[src/cmbp_pkg.sv]
/*
 Shared constants for the configurable host bus port: register offsets,
 field positions, reset values and the strobe style codes.
 Assumes a 32-bit AHB-Lite register bus and a 16-bit host bus.
*/
package cmbp_pkg;
   // Register byte offsets
   localparam logic [7:0] CMBP_CFG_OFS = 8'h00;
   localparam logic [7:0] CMBP_STAT_OFS = 8'h04;
   localparam logic [7:0] CMBP_ADDR_OFS = 8'h08;
   // Configuration field positions
   localparam int CMBP_CFG_STYLE_LSB = 0;
   // Mode bits sit above the five one-hot style bits so they never alias
   localparam int CMBP_CFG_MUX_BIT = 5;
   localparam int CMBP_CFG_LATCH_BIT = 6;
   localparam int CMBP_CFG_ASPOL_BIT = 7;
   localparam int CMBP_CFG_PAGE_LSB = 8;
   // Configuration reset: split strobes, multiplexed, strobe active high, page 0
   localparam logic [11:0] CMBP_CFG_RST = 12'h0A1;
   // Host pin sync reset: strobes idle high
   localparam logic [40:0] CMBP_SYNC_RST = 41'h1FF_FFFF_FFFF;
   // Host strobe styles, one-hot
   typedef enum logic [4:0] {
      CMBP_ST_HBE = 5'h01,   // write, read, high byte enable
      CMBP_ST_WRLH = 5'h02,  // low write, read, high write
      CMBP_ST_SIZ = 5'h04,   // read/write level, data strobe, size
      CMBP_ST_BURST = 5'h08, // low/high write, read, program fetch
      CMBP_ST_EB = 5'h10     // read/write level, upper and lower strobes
   } cmbp_style_t;
endpackage

[src/cmbp_lane_dec.sv]
/*
 Byte lane decoder: turns the three control inputs, the high write input
 and A0 into read, write and lane enables for the selected strobe style.
 Inputs are already synchronised; pure combinational logic.
*/
`timescale 1ns/100ps
module cmbp_lane_dec
   import cmbp_pkg::*;
(
   input wire cmbp_style_t i_style,
   input wire logic i_c0,
   input wire logic i_c1,
   input wire logic i_c2,
   input wire logic i_hw,
   input wire logic i_a0,
   output logic o_rd,
   output logic o_wr,
   output logic o_upper,
   output logic o_lower,
   output logic o_swap,
   output logic o_c2_free
);
   // Strobe decode per style; strobes are active low
   always_comb begin
      o_rd = 1'b0;
      o_wr = 1'b0;
      o_upper = 1'b0;
      o_lower = 1'b0;
      o_swap = 1'b0;
      o_c2_free = 1'b0;
      case (i_style)
         CMBP_ST_HBE: begin
            o_wr = ~i_c0;
            o_rd = ~i_c1;
            o_upper = ~i_c2;
            o_lower = ~i_a0;
         end
         CMBP_ST_WRLH, CMBP_ST_BURST: begin
            o_rd = ~i_c1 | ((i_style == CMBP_ST_BURST) & ~i_c2);
            o_wr = ~i_c0 | ~i_hw;
            // Reads present both lanes; writes use the strobes
            o_upper = o_rd | ~i_hw;
            o_lower = o_rd | ~i_c0;
            o_c2_free = (i_style == CMBP_ST_WRLH);
         end
         CMBP_ST_SIZ: begin
            o_rd = ~i_c1 & i_c0;
            o_wr = ~i_c1 & ~i_c0;
            o_swap = 1'b1;
            o_upper = ~i_a0;
            o_lower = ~i_c2 | i_a0;
         end
         CMBP_ST_EB: begin
            o_rd = (~i_c1 | ~i_c2) & i_c0;
            o_wr = (~i_c1 | ~i_c2) & ~i_c0;
            o_swap = 1'b1;
            o_upper = ~i_c1;
            o_lower = ~i_c2;
         end
         default: begin
            o_rd = 1'b0;
         end
      endcase
   end
endmodule

[src/cmbp_mem.sv]
/*
 Internal resource: word memory with byte write enables and registered
 read data. Word layout is {odd byte, even byte}. Single clock.
*/
`timescale 1ns/100ps
module cmbp_mem #(
   parameter int AW = 6
) (
   input wire logic i_core_clk,
   input wire logic [AW-1:0] i_addr,
   input wire logic i_we,
   input wire logic [1:0] i_be,
   input wire logic [15:0] i_wdata,
   output logic [15:0] o_rdata
);
   logic [15:0] mem_ff [0:(1<<AW)-1];

   // Lanes not enabled keep their old byte
   always_ff @(posedge i_core_clk) begin
      if (i_we && i_be[0]) begin
         mem_ff[i_addr][7:0] <= i_wdata[7:0];
      end
      if (i_we && i_be[1]) begin
         mem_ff[i_addr][15:8] <= i_wdata[15:8];
      end
   end

   // Registered read port
   always_ff @(posedge i_core_clk) begin
      o_rdata <= mem_ff[i_addr];
   end
endmodule

[src/cmbp_port.sv]
/*
 Configurable host bus port: synchronises the host pins, latches the
 address, decodes strobes and lanes, and serves an internal word memory.
 Assumes a 50 MHz core clock well above host strobe rates and an
 AHB-Lite master for the configuration registers.
*/
`timescale 1ns/100ps
module cmbp_port
   import cmbp_pkg::*;
#(
   parameter int MEM_AW = 6
) (
   input wire logic i_core_clk,
   input wire logic i_rst,
   input wire logic i_control_input_0,
   input wire logic i_control_input_1,
   input wire logic i_control_input_2,
   input wire logic i_high_write_input,
   input wire logic i_address_strobe_input,
   input wire logic [15:0] i_address_data_port,
   output logic [15:0] o_address_data_port,
   output logic o_address_data_port_oe_n,
   input wire logic [7:0] i_port_f,
   output logic [7:0] o_port_f,
   output logic [7:0] o_port_f_oe_n,
   input wire logic [7:0] i_port_g,
   output logic [7:0] o_port_g,
   output logic [7:0] o_port_g_oe_n,
   input wire logic [3:0] i_port_a_addr,
   output logic o_spare_logic_input,
   output logic o_spare_logic_valid,
   input wire logic hsel,
   input wire logic [31:0] haddr,
   input wire logic [1:0] htrans,
   input wire logic hwrite,
   input wire logic [2:0] hsize,
   input wire logic [31:0] hwdata,
   input wire logic hready,
   output logic hreadyout,
   output logic hresp,
   output logic [31:0] hrdata
);
   logic [40:0] sync1_ff;
   logic [40:0] sync2_ff;
   logic c0, c1, c2, hw, as_pin;
   logic [15:0] ad_bus;
   logic [7:0] pf, pg;
   logic [3:0] pa;
   logic [11:0] cfg_ff;
   cmbp_style_t style;
   logic cfg_mux, cfg_latch, cfg_aspol;
   logic [3:0] cfg_page;
   logic as_act;
   logic [15:0] lat_ff;
   logic [19:0] addr;
   logic rd, wr, upper, lower, swap, c2_free;
   logic sel;
   logic drv_ff;
   logic [15:0] rdata;
   logic [15:0] rlane;
   logic wr_act_ff;
   logic [15:0] wdat_ff;
   logic [MEM_AW-1:0] waddr_ff;
   logic [1:0] wbe_ff;
   logic commit;
   logic [MEM_AW-1:0] maddr;
   logic [15:0] mem_wdata;
   logic [15:0] wcount_ff;
   logic [15:0] rcount_ff;
   logic [1:0] last_lanes_ff;
   logic ph_wr_ff;
   logic [7:0] ph_ofs_ff;
   logic [31:0] nxt_hrdata;

   // Two-stage synchroniser for every host pin
   always_ff @(posedge i_core_clk) begin
      if (i_rst) begin
         sync1_ff <= CMBP_SYNC_RST;
         sync2_ff <= CMBP_SYNC_RST;
      end else begin
         sync1_ff <= {i_control_input_0, i_control_input_1, i_control_input_2,
                      i_high_write_input, i_address_strobe_input, i_address_data_port,
                      i_port_f, i_port_g, i_port_a_addr};
         sync2_ff <= sync1_ff;
      end
   end
   assign {c0, c1, c2, hw, as_pin, ad_bus, pf, pg, pa} = sync2_ff;

   // Configuration fields
   assign style = cmbp_style_t'(cfg_ff[CMBP_CFG_STYLE_LSB +: 5]);
   assign cfg_mux = cfg_ff[CMBP_CFG_MUX_BIT];
   assign cfg_latch = cfg_ff[CMBP_CFG_LATCH_BIT];
   assign cfg_aspol = cfg_ff[CMBP_CFG_ASPOL_BIT];
   assign cfg_page = cfg_ff[CMBP_CFG_PAGE_LSB +: 4];
   assign as_act = (as_pin == cfg_aspol);

   // Address latch is transparent while the strobe is active
   always_ff @(posedge i_core_clk) begin
      if (i_rst) begin
         lat_ff <= 16'h0000;
      end else if (as_act && (cfg_mux || cfg_latch)) begin
         lat_ff <= ad_bus;
      end
   end

   // Address assembly; burst keeps A19-A4 and takes A3-A1 from port F
   always_comb begin
      if (style == CMBP_ST_BURST) begin
         addr = {lat_ff, pf[3:1], 1'b0};
      end else if (cfg_mux || cfg_latch) begin
         addr = {pa, lat_ff};
      end else begin
         addr = {pa, ad_bus};
      end
   end

   cmbp_lane_dec u_dec (
      .i_style(style),
      .i_c0(c0),
      .i_c1(c1),
      .i_c2(c2),
      .i_hw(hw),
      .i_a0(addr[0]),
      .o_rd(rd),
      .o_wr(wr),
      .o_upper(upper),
      .o_lower(lower),
      .o_swap(swap),
      .o_c2_free(c2_free)
   );

   // Page compare on the top address nibble selects the memory
   assign sel = (addr[19:16] == cfg_page);

   // Unused control input 2 handed to the logic array
   assign o_spare_logic_input = c2;
   assign o_spare_logic_valid = c2_free;

   // Drive enable registered so it lines up with read data
   always_ff @(posedge i_core_clk) begin
      if (i_rst) begin
         drv_ff <= 1'b0;
      end else begin
         drv_ff <= sel && rd;
      end
   end

   // Write capture while strobe active, commit on its trailing edge
   always_ff @(posedge i_core_clk) begin
      if (i_rst) begin
         wr_act_ff <= 1'b0;
         wdat_ff <= 16'h0000;
         waddr_ff <= '0;
         wbe_ff <= 2'b00;
      end else begin
         wr_act_ff <= wr && sel;
         if (wr && sel) begin
            wdat_ff <= cfg_mux ? ad_bus : {pg, pf};
            waddr_ff <= addr[MEM_AW:1];
            // Memory byte 1 is odd, byte 0 even
            wbe_ff <= swap ? {lower, upper} : {upper, lower};
         end
      end
   end
   assign commit = wr_act_ff && !(wr && sel);
   assign maddr = commit ? waddr_ff : addr[MEM_AW:1];
   assign mem_wdata = swap ? {wdat_ff[7:0], wdat_ff[15:8]} : wdat_ff;

   cmbp_mem #(
      .AW(MEM_AW)
   ) u_mem (
      .i_core_clk(i_core_clk),
      .i_addr(maddr),
      .i_we(commit),
      .i_be(wbe_ff),
      .i_wdata(mem_wdata),
      .o_rdata(rdata)
   );

   // Read lanes: swapped styles put the even byte on the upper lane
   assign rlane = swap ? {rdata[7:0], rdata[15:8]} : rdata;
   assign o_address_data_port = rlane;
   assign o_address_data_port_oe_n = ~(drv_ff && cfg_mux);
   assign o_port_f = rlane[7:0];
   assign o_port_g = rlane[15:8];
   // Data ports float unless this device answers a non-multiplexed read
   assign o_port_f_oe_n = {8{~(drv_ff && !cfg_mux)}};
   assign o_port_g_oe_n = {8{~(drv_ff && !cfg_mux)}};

   // Access counters and lane record for software
   always_ff @(posedge i_core_clk) begin
      if (i_rst) begin
         wcount_ff <= 16'h0000;
         rcount_ff <= 16'h0000;
         last_lanes_ff <= 2'b00;
      end else begin
         if (commit) begin
            wcount_ff <= wcount_ff + 16'h0001;
            last_lanes_ff <= wbe_ff;
         end
         if (sel && rd && !drv_ff) begin
            rcount_ff <= rcount_ff + 16'h0001;
         end
      end
   end

   // AHB-Lite address phase capture; zero wait states
   always_ff @(posedge i_core_clk) begin
      if (i_rst) begin
         ph_wr_ff <= 1'b0;
         ph_ofs_ff <= 8'h00;
      end else if (hready) begin
         ph_wr_ff <= hsel && htrans[1] && hwrite;
         ph_ofs_ff <= haddr[7:0];
      end
   end

   // Configuration register written in the data phase
   always_ff @(posedge i_core_clk) begin
      if (i_rst) begin
         cfg_ff <= CMBP_CFG_RST;
      end else if (ph_wr_ff && ph_ofs_ff == CMBP_CFG_OFS) begin
         cfg_ff <= hwdata[11:0];
      end
   end

   // Read data prepared during the address phase; unmapped reads zero
   always_comb begin
      nxt_hrdata = 32'h0000_0000;
      case (haddr[7:0])
         CMBP_CFG_OFS: nxt_hrdata = {20'h00000, cfg_ff};
         CMBP_STAT_OFS: nxt_hrdata = {rcount_ff[11:0], wcount_ff[11:0], 5'h00,
                                      last_lanes_ff, drv_ff};
         CMBP_ADDR_OFS: nxt_hrdata = {12'h000, addr};
         default: nxt_hrdata = 32'h0000_0000;
      endcase
   end

   always_ff @(posedge i_core_clk) begin
      if (i_rst) begin
         hrdata <= 32'h0000_0000;
      end else if (hready && hsel && htrans[1] && !hwrite) begin
         hrdata <= nxt_hrdata;
      end
   end
   assign hreadyout = 1'b1;
   assign hresp = 1'b0;

   // Checks on the host side behaviour
   property p_nonmux_float;
      @(posedge i_core_clk) disable iff (i_rst)
      (!cfg_mux && !$past(sel && rd)) |-> (o_port_f_oe_n == 8'hFF && o_port_g_oe_n == 8'hFF);
   endproperty
   a_nonmux_float: assert property (p_nonmux_float) else $error("data ports driven idle");

   property p_mux_drive;
      @(posedge i_core_clk) disable iff (i_rst)
      !o_address_data_port_oe_n |-> (cfg_mux && $past(sel) && $past(rd));
   endproperty
   a_mux_drive: assert property (p_mux_drive) else $error("mux port driven without read");

   property p_lat_follow;
      @(posedge i_core_clk) disable iff (i_rst)
      (cfg_mux && as_act) |=> (lat_ff == $past(ad_bus));
   endproperty
   a_lat_follow: assert property (p_lat_follow) else $error("address not latched");

   property p_upper_addr;
      @(posedge i_core_clk) disable iff (i_rst)
      (style != CMBP_ST_BURST) |-> (addr[19:16] == pa);
   endproperty
   a_upper_addr: assert property (p_upper_addr) else $error("upper address lost");

   property p_burst_low;
      @(posedge i_core_clk) disable iff (i_rst)
      (style == CMBP_ST_BURST && addr != 20'h00000) |-> (addr[3:1] == pf[3:1]);
   endproperty
   a_burst_low: assert property (p_burst_low) else $error("burst low address wrong");

   property p_hbe_odd;
      @(posedge i_core_clk) disable iff (i_rst)
      (style == CMBP_ST_HBE && !c2 && addr[0]) |-> (upper && !lower);
   endproperty
   a_hbe_odd: assert property (p_hbe_odd) else $error("odd byte lane wrong");

   property p_siz_lower;
      @(posedge i_core_clk) disable iff (i_rst)
      (style == CMBP_ST_SIZ && c2 && addr[0]) |-> (!upper && lower && swap);
   endproperty
   a_siz_lower: assert property (p_siz_lower) else $error("size lane wrong");

   property p_eb_lanes;
      @(posedge i_core_clk) disable iff (i_rst)
      (style == CMBP_ST_EB) |-> (upper == !c1 && lower == !c2);
   endproperty
   a_eb_lanes: assert property (p_eb_lanes) else $error("strobe lane wrong");

   property p_wrlh_high;
      @(posedge i_core_clk) disable iff (i_rst)
      (style == CMBP_ST_WRLH && !hw && c0 && c1) |-> (wr && upper && !lower);
   endproperty
   a_wrlh_high: assert property (p_wrlh_high) else $error("high write lane wrong");

   property p_commit_be;
      @(posedge i_core_clk) disable iff (i_rst)
      commit |-> (wbe_ff != 2'b00 && wr_act_ff && $past(wr && sel));
   endproperty
   a_commit_be: assert property (p_commit_be) else $error("commit without lanes");

   property p_spare;
      @(posedge i_core_clk) disable iff (i_rst)
      (style == CMBP_ST_WRLH) |-> (o_spare_logic_valid && o_spare_logic_input == c2);
   endproperty
   a_spare: assert property (p_spare) else $error("spare input not offered");

   c_read_nonmux: cover property (@(posedge i_core_clk) disable iff (i_rst)
      !cfg_mux && o_port_f_oe_n == 8'h00);
   c_read_mux: cover property (@(posedge i_core_clk) disable iff (i_rst)
      !o_address_data_port_oe_n);
   c_write: cover property (@(posedge i_core_clk) disable iff (i_rst) commit);
endmodule

[config.mk]
export PLATFORM = sky130hd
export DESIGN_NAME = cmbp_port
export DESIGN_NICKNAME = d
export VERILOG_FILES = /design/src/cmbp_pkg.sv /design/src/cmbp_lane_dec.sv /design/src/cmbp_mem.sv /design/src/cmbp_port.sv
export SDC_FILE = /design/constraint.sdc
export NUM_CORES = 1
export LEC_CHECK = 0
export BUFFER_PORTS_ARGS = -buffer_cell sky130_fd_sc_hd__buf_4
export CAP_MARGIN = 20
export CELL_PAD_IN_SITES_DETAIL_PLACEMENT = 1
export CELL_PAD_IN_SITES_GLOBAL_PLACEMENT = 1
export CORE_MARGIN = 2
export CORE_UTILIZATION = 45
export DETAILED_ROUTE_END_ITERATION = 8
export PLACE_DENSITY = 0.68
export SYNTH_ARGS = -nofsm -noshare
export SYNTH_HDL_FRONTEND = slang
export SYNTH_SLANG_ARGS = --single-unit
[constraint.sdc]
create_clock -name i_core_clk -period 6.4 [get_ports i_core_clk]
set_clock_uncertainty 0.15 [all_clocks]
set_input_delay 0.96 -clock i_core_clk [delete_from_list [all_inputs] [get_ports i_core_clk]]
set_output_delay 0.96 -clock i_core_clk [all_outputs]
set_load 0.05 [all_outputs]
==> results.py, run 1 <==
metrics = {
    "drt": {
        "postRouteAntennaNets": 0,
        "drc": 0,
        "route.vias.total": 27200,
        "routedWlPerCell_um": 26.6,
        "routed_via_density": 5.92,
        "dr.pass1.iters": 6,
        "routed_wl_mm": 122,
        "drtIter0Drc": 2986,
    },
    "min_path": {
        "min_path_type": "reg -> reg",
        "holdCritStartpoint": "sync1_ff[27]",
    },
    "layout": {
        "nets": 3232,
        "final_core_util": 0.512,
        "instances_no_fill": 4599,
        "final_cell_area_mm2": 0.0528,
        "synthToLayoutAreaGrowth_pct": 13.3,
        "antenna_cells": 0,
        "fillCellCount": 9918,
        "layout-drive-gt1-share": 0.173,
    },
    "synthesis": {
        "async_flop_share": 0,
        "syn_area_per_cell_um2": 15.4,
        "synth_edf_count": 1024,
        "synth_seq_cells": 1243,
        "yosysTopAreaCellShare": 0.660,
        "synth_fa_ha_area_frac": 0.000537,
        "ys_warn_count": 0,
        "synth_nets": 3133,
        "synth_compound_area_frac": 0.127,
        "synth_area_mm2": 0.0466,
        "synth_cell_types": 58,
        "yosysTopAreaCell": "edfxtp_1",
        "synth_mux_area_frac": 0.0284,
        "synth_top_family_by_area": "compound AO/OA/AOI/OAI gates",
        "yosysSeqAreaShare": 0.754,
        "synth_simple_gate_area_frac": 0.0579,
        "synth_ff_type": "edfxtp_1",
        "syn_inst": 3016,
        "synthTopCellsByArea": "edfxtp_1 (66%), dfxtp_1 (9.4%), a22oi_1 (4.5%)",
        "synth_xor_area_frac": 0.00467,
    },
    "die": {
        "ios": 200,
        "coreArea_mm2": 0.103,
        "die_h_um": 326,
        "die_area_mm2": 0.106,
        "start_util": 0.452,
        "fp-row-count": 118,
        "die_x_um": 326,
    },
    "global_route": {
        "grt_max_degree": 124,
        "overflow": 0,
        "grt_pass1_vias": 28300,
        "grt_pass1_wl_mm": 183,
        "grt_use_total": 0.226,
        "antenna_found_initial": 1,
    },
    "critical_path": {
        "crit_fanout": 19,
        "startpoint_type": "flip-flop",
        "end_kind": "flip-flop",
        "cp.required_ns": 6.57,
        "cp.arrival_ns": 5.41,
        "cp-startpoint": "cfg_ff[2]",
        "r2r_start": "cfg_ff[2]",
        "crit_type": "reg -> reg",
    },
    "run_status": {
        "status": "completed",
    },
    "clock_tree": {
        "path_clk_slew_ns": 0.06,
        "postCtsSetupRepairBufs": 0,
        "clock_sinks": 1243,
        "cts_root_buffer": "clkbuf_16",
        "htreeDepth": 3,
        "cts_tree": "done",
        "post_cts_resized": 0,
        "clock_latency_ns": 0.70,
        "cts_buffer_depth": 3,
        "ctsHoldBuffers": 0,
        "cts_made_buffers": 120,
    },
    "power": {
        "report.power.total_mw": 17.0,
        "irDropWorstVdd_mv": 0.252,
        "power.leakage_nw": 17.5,
        "power_density_mw_per_mm2": 322,
    },
    "timing": {
        "timing.final.ws_setup_ns": 1.16,
        "worst_pin_slew_ns": 1.01,
        "drv_slew": 0,
        "whs_ns": 0.253,
        "rsz0062_at_grt": "no",
        "finalSetupTns_ns": 0,
        "finalCritPeriodShare": 0.820,
        "finalHoldViolations": 0,
        "setup_violations": 0,
        "period_needed_ns": 5.24,
        "relSlewSlack": 0.327,
        "fmax_mhz": 191,
    },
    "placed_design": {
        "dpl.hpwl_mm": 74.3,
        "pre_cts_ws_ns": 1.21,
        "dpl_cell_area_mm2": 0.0488,
        "port_buffers": 149,
        "dp.cells": 4372,
        "gp_congestion": 0.823,
    },
    "flow_run": {
        "cap_violations": 0,
    },
}
==> Yosys cell counts (3+ instances only) <==
cell,number
xor2_1,15
buf_6,17
nand2_1,83
a22oi_1,279
nor3_1,9
a221oi_1,104
nand4_1,20
a221oi_2,23
and3b_1,3
nor2_1,337
or2_2,82
nor4_1,6
inv_1,11
a31oi_1,127
buf_4,35
nand3_1,23
nor3b_1,5
buf_2,54
nand3b_1,3
a22o_1,126
buf_1,12
xnor2_1,8
a21o_1,3
or3_1,5
a211o_1,3
mux2i_1,75
a21oi_1,61
nand2b_1,6
dfxtp_1,219
clkbuf_1,115
edfxtp_1,1024
mux2_4,5
and3_1,8
mux2_2,43
o21ai_0,37
==> routing by layer <==
metal  vias up  global-route usage  wire, um
met5         -                   0         0
met4         0              0.0686      3110
met3       183              0.0283      6620
met2       885               0.377     59900
met1     14100               0.313     52600
li1      12100                   -         -
==> area by class of cell <==
type,instances,area (um^2),share of cell area
repair buffers,210,1680,0.0317
inverters,11,41.3,0.000782
well taps,1380,1730,0.0327
flip-flops and latches,1243,35100,0.666
clock inverters,63,631,0.0119
multi-input cells,1529,10200,0.194
clock buffers,163,3340,0.0633
==> critical path: stages (launching register included) <==
cell,delay [ns]
dfxtp_1,0.46
nor4_4,0.35
nand2_2,0.32
mux2i_2,0.33
xor2_2,0.13
a41oi_2,0.72
mux2i_1,0.40
nor2b_1,0.26
nand2_1,0.62
buf_4,0.44
nor2_1,0.66
==> logic make-up after synthesis <==
kind of cell               Yosys count
and+or+nand+nor                    599
adders and majority gates            2
xor gates and xnor gates            24
other                                2
muxes                              124
AOI/OAI and AO/OA                  778
buffers and inverters              244
DFF                               1243
==> layout by cell type (no fill, tap or decap), types with 22 or more instances in the layout <==
cell type | netlist | layout
edfxtp_1 | 1024 | 1024
nor2_1 | 337 | 336
a22oi_1 | 279 | 279
dfxtp_1 | 219 | 219
buf_4 | 35 | 201
a31oi_1 | 127 | 127
a22o_1 | 126 | 126
clkbuf_16 | 0 | 123
a221oi_1 | 104 | 104
nand2_1 | 83 | 82
or2_2 | 82 | 82
mux2i_1 | 75 | 75
a21oi_1 | 61 | 61
mux2_2 | 43 | 41
o21ai_0 | 37 | 37
clkbuf_1 | 115 | 24
a221oi_2 | 23 | 23
nand3_1 | 23 | 23
clkinv_2 | 0 | 22
==> final timing paths <==
path | end | slack, ns | depth (start not counted)
worst min-delay path | sync2_ff[27] | 0.25 | 1
worst max-delay path | u_mem.mem_ff[34][1] | 1.16 | 10
worst max register to register | u_mem.mem_ff[34][1] | 1.16 | 10
worst min register to register | sync2_ff[27] | 0.25 | 1
==> registers in the layout, summed over array words and instances, names as in the netlist <==
name,count
hrdata,32
ph_ofs_ff,8
waddr_ff,6
u_mem.mem_ff,1024
wdat_ff,16
wcount_ff,12
sync1_ff,41
lat_ff,16
wr_act_ff,1
rcount_ff,12
u_mem.o_rdata,16
cfg_ff,12
drv_ff,1
sync2_ff,41
ph_wr_ff,1
last_lanes_ff,2
wbe_ff,2
==> power by group <==
group	switching, mW	internal (mW)
Combinational	0.750	0.369
Clock	3.01	4.09
Sequential	0.0613	8.69
Total	3.82	13.2
(Power assumes the default switching activity.)
==> inputs of run 2 (changes only) <==
--- a/config.mk
+++ b/config.mk
@@ -12,7 +12,7 @@
 export CORE_MARGIN = 2
 export CORE_UTILIZATION = 45
 export DETAILED_ROUTE_END_ITERATION = 8
-export PLACE_DENSITY = 0.68
+export PLACE_DENSITY = 0.71
 export SYNTH_ARGS = -nofsm -noshare
 export SYNTH_HDL_FRONTEND = slang
 export SYNTH_SLANG_ARGS = --single-unit
==> constraint.sdc (replaced) <==
create_clock -name i_core_clk -period 4.25 [get_ports i_core_clk]
set_clock_uncertainty 0.15 [all_clocks]
set_input_delay 0.6375 -clock i_core_clk [delete_from_list [all_inputs] [get_ports i_core_clk]]
set_output_delay 0.6375 -clock i_core_clk [all_outputs]
set_load 0.05 [all_outputs]
==> results.py, run 2 (synthesis gave the netlist of run 1 again) <==
metrics = {
    "clock_tree": {
        "cts_made_buffers": 119,
        "cts_root_buffer": "clkbuf_16",
        "cts_tree": "done",
        "postCtsSetupRepairBufs": 0,
        "cts_buffer_depth": 3,
        "htreeDepth": 3,
        "clock_sinks": 1243,
        "path_clk_slew_ns": 0.06,
        "clock_latency_ns": 0.70,
    },
    "die": {
        "die_area_mm2": 0.106,
        "start_util": 0.452,
        "die_x_um": 326,
        "coreArea_mm2": 0.103,
        "ios": 200,
        "die_h_um": 326,
        "fp-row-count": 118,
    },
    "critical_path": {
        "crit_type": "reg -> reg",
        "crit_fanout": 67,
        "cp.required_ns": 4.67,
        "end_kind": "flip-flop",
        "cp.arrival_ns": 4.52,
        "startpoint_type": "flip-flop",
    },
    "global_route": {
        "met2_usage": 0.400,
        "grt_use_met3": 0.0406,
        "top_usage_layer": "met2",
        "overflow": 0,
        "grt_pass1_vias": 29900,
        "met1_usage": 0.305,
        "antenna_found_initial": 1,
        "grt_max_degree": 139,
        "grt_pass1_wl_mm": 190,
        "grt_use_total": 0.236,
    },
    "drt": {
        "routed_via_density": 5.90,
        "routedWlPerCell_um": 26.5,
        "drc": 0,
        "dr.pass1.iters": 6,
        "routed_wl_mm": 127,
        "route.vias.total": 28300,
        "drtIter0Drc": 2572,
        "postRouteAntennaNets": 0,
    },
    "timing": {
        "period_needed_ns": 4.10,
        "setup_violations": 0,
        "fmax_mhz": 244,
        "relSlewSlack": 0.288,
        "finalCritPeriodShare": 0.965,
        "rsz0062_at_grt": "yes",
        "worst_pin_slew_ns": 1.07,
        "finalHoldViolations": 0,
        "drv_slew": 0,
    },
    "placed_design": {
        "gp_congestion": 0.856,
        "dpl.hpwl_mm": 79.5,
        "dpl_cell_area_mm2": 0.0500,
        "port_buffers": 149,
    },
    "layout": {
        "antenna_cells": 0,
        "final_cell_area_mm2": 0.0548,
        "layout_commonest_cell": "edfxtp_1",
        "top_regs": "u_mem.mem_ff x1024, sync1_ff x41, sync2_ff x41",
        "largest_register_ff_count": 1024,
        "nets": 3422,
        "top_register": "u_mem.mem_ff",
        "layout_common_cells": "edfxtp_1 (1,024), buf_4 (330), nor2_1 (301), a22oi_1 (279), dfxtp_1 (219)",
        "layout-drive-gt1-share": 0.218,
        "synthToLayoutAreaGrowth_pct": 17.7,
    },
    "flow_run": {
        "cap_violations": 0,
    },
    "power": {
        "irDropWorstVdd_mv": 0.334,
        "report.power.total_mw": 26.1,
        "power.leakage_nw": 18.6,
        "power_density_mw_per_mm2": 476,
    },
    "run_status": {
        "status": "completed",
    },
    "min_path": {
        "min_path_type": "in -> reg",
    },
}
==> run 2: cell type report <==
type	instances	area, um^2
Clock buffer	149	3200
Clock inverter	75	935
Fill cell	9793	48200
Inverter	11	41.3
Multi-Input combinational cell	1529	10400
Sequential cell	1243	35100
Tap cell	1380	1730
Timing Repair Buffer	401	3410
==> run 2: per-layer routing <==
metal	routed length, um	vias up
li1	-	12400
met1	51200	14500
met2	63100	1094
met3	8400	213
met4	4400	2
met5	20	-
==> run 2: path summary, 6_finish.rpt <==
| check | endpoint | slack (ns) | depth (start not counted) | startpoint |
|---|---|---|---|---|
| max | u_mem.o_rdata[2] | 0.15 | 14 | cfg_ff[0] |
| min | cfg_ff[6] | 0.04 | 3 | hwdata[6] |
| max reg2reg | u_mem.o_rdata[2] | 0.15 | 14 | cfg_ff[0] |
| min reg2reg | sync2_ff[1] | 0.26 | 1 | sync1_ff[1] |
==> run 2: critical path, stage by stage, from the launching register on <==
cell      delay, ns
dfxtp_1        0.34
buf_4          0.18
nor4_1         0.28
nand2_1        0.15
o21a_1         0.19
o32ai_1        0.23
a41oi_2        0.22
buf_12         0.21
mux2_4         0.44
buf_12         0.26
a22o_1         0.23
a221oi_1       0.40
a31oi_1        0.17
nor2_1         0.33
nand4_1        0.14
==> run 2: what timing repair did <==
item	4_1_cts	5_1_grt
hold buffers	48	0
endpoints found under the setup margin	0	239
gates resized for setup	0	44
hold endpoints to repair	48	0
==> run 2: stage by stage <==
step	instances	util	setup slack, ns	setup TNS [ns]	hold slack [ns]
after detailed placement	4515	0.486	0.0464	0	0.245
final	4788	0.532	0.148	0	0.0378
after floorplan	3016	-	0.578	0	0.239
after global routing	4788	0.532	-0.0513	-0.0513	0.0389
after global placement	4515	0.486	0.200	0	0.242
after CTS	4787	0.530	0.00867	0	0.00421
==> run 2: report_power, final <==
| part | internal, mW | switching, mW | total (mW) |
|---|---|---|---|
| clock | 6.56 | 4.58 | 11.1 |
| sequential | 13.1 | 0.109 | 13.2 |
| combinational | 0.624 | 1.15 | 1.78 |
| total | 20.3 | 5.85 | 26.1 |
